`config.mk`:
```
export PLATFORM = sky130hd
export DESIGN_NAME = dwr_wake_ready
export DESIGN_NICKNAME = d
export VERILOG_FILES = /design/src/common/dwr_pkg.sv /design/src/rtl/dwr_sync.sv /design/src/rtl/dwr_event_out.sv /design/src/rtl/dwr_wake_ready.sv
export SDC_FILE = /design/constraint.sdc
export NUM_CORES = 1
export LEC_CHECK = 0
export CORE_MARGIN = 1
export CORE_UTILIZATION = 55
export CTS_CLUSTER_SIZE = 16
export DETAILED_ROUTE_END_ITERATION = 12
export DONT_BUFFER_PORTS = 1
export PLACE_DENSITY_LB_ADDON = 0.12
export RECOVER_POWER = 100
export SLEW_MARGIN = 20
export SYNTH_ARGS = -nofsm -noshare
export SYNTH_HDL_FRONTEND = slang
export SYNTH_SLANG_ARGS = --single-unit
export TNS_END_PERCENT = 1
```
`constraint.sdc`:
```
create_clock -name pclk -period 2.4 [get_ports pclk]
set_clock_uncertainty 0.1 [all_clocks]
set_input_delay 0.36 -clock pclk [delete_from_list [all_inputs] [get_ports pclk]]
set_output_delay 0.36 -clock pclk [all_outputs]
set_load 0.01 [all_outputs]
```
`src/common/dwr_pkg.sv`:
```
// Constants, register map and types of the standby wake-ready block.
// Assumes one 125 MHz clock and 32-bit APB register access.
package dwr_pkg;
	// Clock
	localparam int CLK_PERIOD_PS = 8000;

	// Register byte offsets
	localparam logic [11:0] OFS_FLAG = 12'h000;
	localparam logic [11:0] OFS_WAKE_EN = 12'h004;
	localparam logic [11:0] OFS_STATUS = 12'h008;
	localparam logic [11:0] OFS_IRQ_STAT = 12'h00c;
	localparam logic [11:0] OFS_IRQ_EN = 12'h010;
	localparam logic [11:0] OFS_IRQ_CLR = 12'h014;

	// Configuration flag fields
	localparam int FLAG_W = 16;
	localparam int FLAG_SELF_POWERED = 0;
	localparam int FLAG_REMOTE_WAKEUP_ALLOW = 1;
	localparam int FLAG_EVENT_PIN_SELECT = 12;
	localparam int FLAG_EVENT_OUTPUT_POLARITY = 13;
	localparam int FLAG_EVENT_OUTPUT_TYPE = 14;
	localparam int FLAG_EVENT_INDICATOR_STYLE = 15;
	localparam int FLAG_EVT_LSB = 12;
	localparam logic [3:0] FLAG_EVT_READY = 4'h7;
	localparam logic [15:0] FLAG_RST = 16'h7003;

	// Wake enable fields
	localparam int WEN_W = 3;
	localparam int WEN_FRAME = 0;
	localparam int WEN_PATTERN = 1;
	localparam int WEN_LINK = 2;
	localparam logic [2:0] WEN_RST = 3'h0;

	// Interrupt status fields
	localparam int IRQ_W = 5;
	localparam int IRQ_PACKET = 0;
	localparam int IRQ_EXT = 1;
	localparam int IRQ_FRAME = 2;
	localparam int IRQ_LINK = 3;
	localparam int IRQ_EXIT = 4;
	localparam logic [4:0] IRQ_RST = 5'h00;

	// Timing
	// Covers three sync flops plus the agreement stage
	localparam int STRAP_SETTLE_CYC = 5;
	localparam int EVT_PULSE_NS = 1000;
	localparam int EVT_PULSE_CYC = (EVT_PULSE_NS * 1000 + CLK_PERIOD_PS - 1) / CLK_PERIOD_PS;

	typedef enum logic [1:0] {
		DWR_INIT = 2'b00,
		DWR_READY = 2'b01,
		DWR_NORMAL = 2'b10
	} dwr_state_t;
endpackage : dwr_pkg

```
`src/rtl/dwr_sync.sv`:
```
// Three-flop input synchroniser with agreement filter.
// Assumes an asynchronous level from a pin; output is a clean level.
`timescale 1ns/100ps
module dwr_sync #(
	parameter logic RST_VAL = 1'b0
) (
	input wire logic pclk,
	input wire logic presetn,
	input wire logic ce,
	input wire logic din,
	output logic dout
);
	logic s1_r, s2_r, s3_r, lvl_r;
	logic lvl_nxt;

	// Only the second stage reads the first
	always_comb begin
		lvl_nxt = (s2_r == s3_r) ? s3_r : lvl_r;
	end

	always_ff @(posedge pclk or negedge presetn) begin
		if (!presetn) begin
			s1_r <= RST_VAL;
			s2_r <= RST_VAL;
			s3_r <= RST_VAL;
			lvl_r <= RST_VAL;
		end else if (ce) begin
			s1_r <= din;
			s2_r <= s1_r;
			s3_r <= s2_r;
			lvl_r <= lvl_nxt;
		end
	end

	assign dout = lvl_r;
endmodule : dwr_sync

```
`src/rtl/dwr_event_out.sv`:
```
// Event output pin driver: static or pulsed, polarity and drive type.
// Assumes fire is a one-cycle pulse from logic on the same clock.
`timescale 1ns/100ps
module dwr_event_out
	import dwr_pkg::*;
#(
	parameter int PULSE_CYC = EVT_PULSE_CYC
) (
	input wire logic pclk,
	input wire logic presetn,
	input wire logic ce,
	input wire logic fire,
	input wire logic pulse_style,
	input wire logic active_high,
	input wire logic push_pull,
	input wire logic pin_select,
	output logic active,
	output logic pin_out,
	output logic pin_oe_n
);
	logic active_r, active_nxt;
	logic [15:0] cnt_r, cnt_nxt;
	logic out_r, out_nxt, oe_n_r, oe_n_nxt;

	always_comb begin
		active_nxt = active_r;
		cnt_nxt = cnt_r;
		if (fire) begin
			active_nxt = 1'b1;
			cnt_nxt = 16'(PULSE_CYC);
		end else if (active_r && pulse_style) begin
			// Static style never drops; only reset ends it
			if (cnt_r <= 16'h0001) begin
				active_nxt = 1'b0;
				cnt_nxt = 16'h0000;
			end else begin
				cnt_nxt = cnt_r - 16'h0001;
			end
		end
		out_nxt = active_nxt ? active_high : ~active_high;
		// Open drain only pulls low
		oe_n_nxt = ~(pin_select && (push_pull || !out_nxt));
	end

	always_ff @(posedge pclk or negedge presetn) begin
		if (!presetn) begin
			active_r <= 1'b0;
			cnt_r <= 16'h0000;
			out_r <= 1'b0;
			oe_n_r <= 1'b1;
		end else if (ce) begin
			active_r <= active_nxt;
			cnt_r <= cnt_nxt;
			out_r <= out_nxt;
			oe_n_r <= oe_n_nxt;
		end
	end

	assign active = active_r;
	assign pin_out = out_r;
	assign pin_oe_n = oe_n_r;
endmodule : dwr_event_out

```
`src/rtl/dwr_wake_ready.sv`:
```
// Standby wake-ready control with APB registers and wake interrupt.
// Assumes wake detectors and USB core on pclk; strap and wake pin are async.
//
// Contract
// Pin zero gives event output; strap selects mode
// Mode needs self-powered flag bit zero
// Mode disables transceiver, keeps PHY and detector
// USB data pins float during mode
// Wake packet or external wake asserts event
// Wake packet in mode asserts event
// After event, leave mode and enumerate
// Static style holds event until reset
// Reset re-enters mode if strap high
// Event bits forced to 0111 in mode
// Remote wake needs flag, feature, enable; external wake (ext_fall) skips the enable
// Power controller powers host on event
`timescale 1ns/100ps
module dwr_wake_ready
	import dwr_pkg::*;
#(
	parameter int ADDR_W = 12,
	parameter int PULSE_CYC = EVT_PULSE_CYC
) (
	input wire logic pclk,
	input wire logic presetn,
	input wire logic ce,
	input wire logic psel,
	input wire logic penable,
	input wire logic pwrite,
	input wire logic [ADDR_W-1:0] paddr,
	input wire logic [31:0] pwdata,
	input wire logic [3:0] pstrb,
	output logic [31:0] prdata,
	output logic pready,
	output logic pslverr,
	input wire logic strap_mode_in,
	input wire logic external_wake_in_low,
	input wire logic wake_packet_ok,
	input wire logic wake_frame_ok,
	input wire logic link_change,
	input wire logic usb_suspend,
	input wire logic host_rwu_feature,
	input wire logic usb_dp_core_out,
	input wire logic usb_dp_core_oe_n,
	input wire logic usb_dm_core_out,
	input wire logic usb_dm_core_oe_n,
	output logic usb_dp_out,
	output logic usb_dp_oe_n,
	output logic usb_dm_out,
	output logic usb_dm_oe_n,
	output logic usb_xcvr_enable,
	output logic phy_enable,
	output logic autoneg_enable,
	output logic wake_detect_enable,
	output logic usb_connect_start,
	output logic remote_wake_req,
	output logic power_event_out,
	output logic power_event_oe_n,
	output logic irq
);
	dwr_state_t st_r, st_nxt;
	logic [2:0] settle_r, settle_nxt;
	logic [FLAG_W-1:0] flag_r, flag_nxt;
	logic [WEN_W-1:0] wen_r, wen_nxt;
	logic [IRQ_W-1:0] ist_r, ist_nxt, ien_r, ien_nxt, ievt;
	logic [31:0] prdata_r, prdata_nxt;
	logic pready_r, pready_nxt, pslverr_r, pslverr_nxt;
	logic irq_r, irq_nxt;
	logic dp_out_r, dp_oe_n_r, dm_out_r, dm_oe_n_r;
	logic xcvr_r, phy_r, conn_r, conn_nxt, rwu_r, rwu_nxt;
	logic strap_lvl, ext_lvl, ext_prev_r, ext_fall;
	logic evt_fire, evt_active, ready;
	logic wr_en, rd_phase;
	logic [ADDR_W-1:0] ofs;

	function automatic logic [15:0] strb16(input logic [15:0] old, input logic [31:0] d,
		input logic [3:0] s);
		strb16 = {s[1] ? d[15:8] : old[15:8], s[0] ? d[7:0] : old[7:0]};
	endfunction : strb16

	function automatic logic hit(input logic [ADDR_W-1:0] a, input logic [11:0] o);
		hit = (a == ADDR_W'(o));
	endfunction : hit

	// Async pins: three flops, agreement filter
	dwr_sync #(.RST_VAL(1'b0)) u_strap_sync (
		.pclk(pclk),
		.presetn(presetn),
		.ce(ce),
		.din(strap_mode_in),
		.dout(strap_lvl)
	);

	dwr_sync #(.RST_VAL(1'b1)) u_ext_sync (
		.pclk(pclk),
		.presetn(presetn),
		.ce(ce),
		.din(external_wake_in_low),
		.dout(ext_lvl)
	);

	assign ext_fall = ext_prev_r & ~ext_lvl;
	assign ready = (st_r == DWR_READY);

	// Wake events in mode; static hold lives in the pin driver
	assign evt_fire = ready && (wake_packet_ok || ext_fall);

	dwr_event_out #(.PULSE_CYC(PULSE_CYC)) u_evt (
		.pclk(pclk),
		.presetn(presetn),
		.ce(ce),
		.fire(evt_fire),
		.pulse_style(flag_r[FLAG_EVENT_INDICATOR_STYLE]),
		.active_high(flag_r[FLAG_EVENT_OUTPUT_POLARITY]),
		.push_pull(flag_r[FLAG_EVENT_OUTPUT_TYPE]),
		.pin_select(flag_r[FLAG_EVENT_PIN_SELECT]),
		.active(evt_active),
		.pin_out(power_event_out),
		.pin_oe_n(power_event_oe_n)
	);

	// Mode sequencing
	always_comb begin
		st_nxt = st_r;
		settle_nxt = settle_r;
		conn_nxt = 1'b0;
		unique case (st_r)
			DWR_INIT: begin
				// Strap seen only after the synchroniser has filled
				if (settle_r == 3'(STRAP_SETTLE_CYC - 1)) begin
					if (strap_lvl && flag_r[FLAG_SELF_POWERED]) begin
						st_nxt = DWR_READY;
					end else begin
						st_nxt = DWR_NORMAL;
						conn_nxt = 1'b1;
					end
				end else begin
					settle_nxt = settle_r + 3'h1;
				end
			end
			DWR_READY: begin
				if (evt_fire) begin
					st_nxt = DWR_NORMAL;
					conn_nxt = 1'b1;
				end
			end
			DWR_NORMAL: begin
				st_nxt = DWR_NORMAL;
			end
			default: begin
				st_nxt = DWR_INIT;
			end
		endcase
	end

	// Remote wake from normal suspend
	always_comb begin
		rwu_nxt = 1'b0;
		if (st_r == DWR_NORMAL && usb_suspend && flag_r[FLAG_REMOTE_WAKEUP_ALLOW] &&
			host_rwu_feature) begin
			rwu_nxt = (wake_frame_ok && wen_r[WEN_FRAME]) ||
				(wake_packet_ok && wen_r[WEN_PATTERN]) ||
				(link_change && wen_r[WEN_LINK]) || ext_fall;
		end
	end

	always_ff @(posedge pclk or negedge presetn) begin
		if (!presetn) begin
			st_r <= DWR_INIT;
			settle_r <= 3'h0;
			conn_r <= 1'b0;
			rwu_r <= 1'b0;
			ext_prev_r <= 1'b1;
		end else if (ce) begin
			st_r <= st_nxt;
			settle_r <= settle_nxt;
			conn_r <= conn_nxt;
			rwu_r <= rwu_nxt;
			ext_prev_r <= ext_lvl;
		end
	end

	// USB pads and power domains, registered
	always_ff @(posedge pclk or negedge presetn) begin
		if (!presetn) begin
			dp_out_r <= 1'b0;
			dm_out_r <= 1'b0;
			dp_oe_n_r <= 1'b1;
			dm_oe_n_r <= 1'b1;
			xcvr_r <= 1'b0;
			phy_r <= 1'b0;
		end else if (ce) begin
			// Pads float until the normal state is reached
			dp_out_r <= (st_r == DWR_NORMAL) ? usb_dp_core_out : 1'b0;
			dm_out_r <= (st_r == DWR_NORMAL) ? usb_dm_core_out : 1'b0;
			dp_oe_n_r <= (st_r == DWR_NORMAL) ? usb_dp_core_oe_n : 1'b1;
			dm_oe_n_r <= (st_r == DWR_NORMAL) ? usb_dm_core_oe_n : 1'b1;
			xcvr_r <= (st_r == DWR_NORMAL);
			phy_r <= 1'b1;
		end
	end

	// APB slave: access phase takes two cycles
	assign ofs = paddr;
	assign rd_phase = psel && penable && !pready_r;
	assign wr_en = psel && penable && pready_r && pwrite;

	always_comb begin
		pready_nxt = rd_phase;
		pslverr_nxt = 1'b0;
		prdata_nxt = prdata_r;
		if (rd_phase) begin
			prdata_nxt = 32'h0000_0000;
			if (hit(ofs, OFS_FLAG)) begin
				prdata_nxt = {16'h0000, flag_r};
			end else if (hit(ofs, OFS_WAKE_EN)) begin
				prdata_nxt = {29'h0, wen_r};
			end else if (hit(ofs, OFS_STATUS)) begin
				prdata_nxt = {27'h0, xcvr_r, strap_lvl, evt_active, st_r};
			end else if (hit(ofs, OFS_IRQ_STAT)) begin
				prdata_nxt = {27'h0, ist_r};
			end else if (hit(ofs, OFS_IRQ_EN)) begin
				prdata_nxt = {27'h0, ien_r};
			end else if (!hit(ofs, OFS_IRQ_CLR)) begin
				pslverr_nxt = 1'b1;
			end
		end
	end

	// Writable registers and sticky status
	assign ievt = {conn_r && (st_r == DWR_NORMAL), link_change, wake_frame_ok,
		ext_fall, wake_packet_ok};

	always_comb begin
		flag_nxt = flag_r;
		wen_nxt = wen_r;
		ien_nxt = ien_r;
		ist_nxt = ist_r;
		if (wr_en && hit(ofs, OFS_FLAG)) begin
			flag_nxt = strb16(flag_r, pwdata, pstrb);
		end
		if (wr_en && hit(ofs, OFS_WAKE_EN) && pstrb[0]) begin
			wen_nxt = pwdata[WEN_W-1:0];
		end
		if (wr_en && hit(ofs, OFS_IRQ_EN) && pstrb[0]) begin
			ien_nxt = pwdata[IRQ_W-1:0];
		end
		if (wr_en && hit(ofs, OFS_IRQ_CLR) && pstrb[0]) begin
			ist_nxt = ist_r & ~pwdata[IRQ_W-1:0];
		end
		// Set beats a clear in the same cycle
		ist_nxt = ist_nxt | ievt;
		// Event field locked while standing ready
		if (st_nxt == DWR_READY) begin
			flag_nxt[FLAG_EVT_LSB +: 4] = FLAG_EVT_READY;
		end
		irq_nxt = |(ist_nxt & ien_nxt);
	end

	always_ff @(posedge pclk or negedge presetn) begin
		if (!presetn) begin
			flag_r <= FLAG_RST;
			wen_r <= WEN_RST;
			ien_r <= IRQ_RST;
			ist_r <= IRQ_RST;
			irq_r <= 1'b0;
			prdata_r <= 32'h0000_0000;
			pready_r <= 1'b0;
			pslverr_r <= 1'b0;
		end else if (ce) begin
			flag_r <= flag_nxt;
			wen_r <= wen_nxt;
			ien_r <= ien_nxt;
			ist_r <= ist_nxt;
			irq_r <= irq_nxt;
			prdata_r <= prdata_nxt;
			pready_r <= pready_nxt;
			pslverr_r <= pslverr_nxt;
		end
	end

	assign prdata = prdata_r;
	assign pready = pready_r;
	assign pslverr = pslverr_r;
	assign irq = irq_r;
	assign usb_dp_out = dp_out_r;
	assign usb_dm_out = dm_out_r;
	assign usb_dp_oe_n = dp_oe_n_r;
	assign usb_dm_oe_n = dm_oe_n_r;
	assign usb_xcvr_enable = xcvr_r;
	assign phy_enable = phy_r;
	assign autoneg_enable = phy_r;
	assign wake_detect_enable = phy_r;
	assign usb_connect_start = conn_r;
	assign remote_wake_req = rwu_r;
endmodule : dwr_wake_ready

```
==> results.json <==
{
  "p_seq_share_pct": 50.6,
  "p_sw_w": 0.00141,
  "intPower_w": 0.00275,
  "port_buffers": 0,
  "postRouteAntennaNets": 0,
  "postLayoutCellArea_sq_um": 4830,
  "finalCriticalPeriod_ns": 2.30,
  "row_count": 32,
  "placedInstanceArea_sq_um": 4600,
  "p_leak_nw": 2.09,
  "initial_core_util_pct": 57.2,
  "setup_viol": 0,
  "end_kind": "flip-flop",
  "grt_util_met2_pct": 36.8,
  "holdCritPathClass": "primary input to async pin",
  "clock_tree.root_cell": "clkbuf_8",
  "clk_path_buf_depth": 2,
  "drive_gt1_share_pct": 16.1,
  "grt.busiest_layer": "met2",
  "hold_viol": 89,
  "power_density_nw_per_um2": 863,
  "die-height_um": 92.1,
  "numCtsBuffers": 9,
  "avgRoutedWirePerCell_um": 18.0,
  "synth-seq-cells": 89,
  "layout.cells.non_filler": 556,
  "worstMarginPinSlew_ns": 1.03,
  "synth_common_cells": "76 x dfrtp_1, 37 x nor2_1, 35 x nand2_1",
  "drtPass1Iterations": 5,
  "ys.flop_type": "dfrtp_1",
  "use_met3_pct": 5.80,
  "yosysTopAreaCell": "dfrtp_1",
  "synth.avg_cell_area_sq_um": 10.3,
  "ios": 112,
  "status": "finished, violations left",
  "synth_cell_type_count": 58,
  "yosysMostFrequentCell": "dfrtp_1",
  "drt_iter0_drc": 188,
  "yosysSeqAreaShare_pct": 50.2,
  "grt_pass1_vias": 3238,
  "grt_usage_pct": 25.1,
  "core_area_sq_um": 7810,
  "rsz0062_at_grt": "no",
  "h-tree-depth": 3,
  "setup_ws_ns": 0.0969,
  "crit_type": "flip-flop to flip-flop",
  "critPathMaxFanout": 6,
  "fin_crit_sh_pct": 96.0,
  "drt-total-wl_um": 9990,
  "cts_tree": "built",
  "combPwrFrac_pct": 23.5,
  "place.gp.congestion": 0.871,
  "diodes": 0,
  "clk_latency_ns": 0.36,
  "syn_inst": 435,
  "via_per_inst": 5.99,
  "die_area_sq_um": 8490,
  "maxCapViolCount": 0,
  "grt_antenna_before_repair": 0,
  "grt_pass1_wl_um": 16500,
  "ir_drop_v": 0.000530,
  "reg2reg_slack_ns": 0.1,
  "worst_hold_slack_ns": -0.424,
  "worst_setup_path_start_kind": "flip-flop",
  "swShare_pct": 34.0,
  "nets": 518,
  "crit_required_ns": 2.55,
  "max_freq_mhz": 434,
  "grt_max_degree": 90,
  "synth_top_area_share_pct": 42.6,
  "area_growth_pct": 8.07,
  "met1_usage_pct": 35.6,
  "dp_hpwl_um": 6850,
  "violations": "hold timing",
  "synth-edff-count": 0,
  "cp_data_arrival_time_ns": 2.46,
  "clockPowerShare_pct": 25.8,
  "yosys_warnings": 0,
  "drc_errors": 0,
  "dp.cells": 537,
  "netlist_area_sq_um": 4470,
  "synthArstFlopShare_pct": 100,
  "drv_slew": 0,
  "slew_headroom_pct": 31.5,
  "setup_tns_ns": 0,
  "post_cts_buffers": 0,
  "grt_overflow": 0,
  "netlist_top_cells_area": "dfrtp_1 43%, dfstp_2 7.6%, mux2_2 6.3%, a21oi_1 3.4%, a22o_1 3.3%",
  "clkTransAtPathRegs_ns": 0.10,
  "cts_sinks": 89,
  "vias": 3330,
  "pre_cts_ws_ns": 0.0290,
  "dieWidth_um": 92.1
}
## through the flow
stage	util (%)	total power (W)	hold slack (ns)
6_report	61.8	0.00417	-0.424
5_1_grt	61.8	0.00441	-0.444
4_1_cts	61.8	0.00417	-0.432
3_5_place_dp	58.9	0.00308	-0.0340
3_3_place_gp	58.9	0.00304	-0.0339
2_1_floorplan	-	0.00284	-0.0356
## flip-flops by register name, summed over array words and instances (netlist names), 2 cells and up
| name | flops |
|---|---|
| ien_r | 5 |
| prdata | 16 |
| u_evt.cnt_r | 16 |
| wen_r | 3 |
| flag_r | 16 |
| ist_r | 5 |
| settle_r | 3 |
| st_r | 2 |
## power by group through the flow
stage	Sequential, W	Clock (W)	Combinational [W]
2_1_floorplan	0.00206	0	0.000775
4_1_cts	0.00211	0.00110	0.000952
3_3_place_gp	0.00213	0	0.000914
3_5_place_dp	0.00214	0	0.000945
6_report	0.00211	0.00108	0.000980
5_1_grt	0.00215	0.00116	0.00110
## metal layers
layer  vias up  routed length [um]
met5         -                   0
li1       1559                   -
met3        12                 750
met2       140                4550
met4         0                 167
met1      1619                4520
## critical path, stage by stage, from the launching register on
cell      delay (ns)
dfrtp_1         0.44
or3_1           0.42
or2_1           0.27
or4_1           0.56
a21oi_2         0.18
clkbuf_2        0.17
nor2_1          0.06
## cells in the final DEF, fill, tap and decap left out, types with 3 or more instances in the layout
master and n:
clkbuf_2 5, nand2_1 35, buf_4 10, xor2_1 4, o22a_1 3, dfstp_2 7, o21a_1 3, mux2i_1 7
clkbuf_8 9, clkinv_4 3, o31ai_1 5, xnor2_1 7, or3_1 5, nand2b_1 8, mux2_2 25, nor2_1 37
nor4_1 6, o221ai_1 3, a21oi_1 29, conb_1 16, nor3_1 7, inv_1 11, dlygate4sd3_1 3, ha_1 4
and3_1 3, a22o_1 17, nand4_1 7, o2bb2ai_1 3, dfstp_1 6, a211oi_1 5, clkbuf_1 8, o21ai_1 4
dfrtp_1 76, nand3_1 8, o21ai_0 23
## cell families after synthesis
family / synth area share, %
DFF: 50.2
and+or+nand+nor: 15.4
muxes: 8.12
other: 0.0840
AOI/OAI and AO/OA: 17.0
xor gates and xnor gates: 2.35
buffers and inverters: 5.71
adders and majority gates: 1.12
## cell type report
class | count | area, sq um
inverters | 11 | 41.3
clock buffers | 10 | 128
flip-flops and latches | 89 | 2240
clock inverters | 6 | 76.3
multi-input cells | 313 | 2050
repair buffers | 25 | 156
well taps | 102 | 128
fillers | 652 | 2980
## final timing paths
check	from	cells past startpoint	end
max	u_evt.cnt_r[2]	6	u_evt.cnt_r[15]
min	presetn	0	prdata[10]
max reg2reg	u_evt.cnt_r[2]	6	u_evt.cnt_r[15]
min reg2reg	settle_r[2]	1	settle_r[2]
max in group asynchronous	presetn	0	ext_prev_r
min in group pclk	pwdata[12]	1	flag_r[12]
## timing repair
item / CTS / global route
hold buffers: 2 / 1
endpoints found under the hold margin: 97 / 90
endpoints found under the setup margin: 0 / 9
gates resized for setup: 0 / 5
Note: power is estimated with default switching activity, not from simulation.
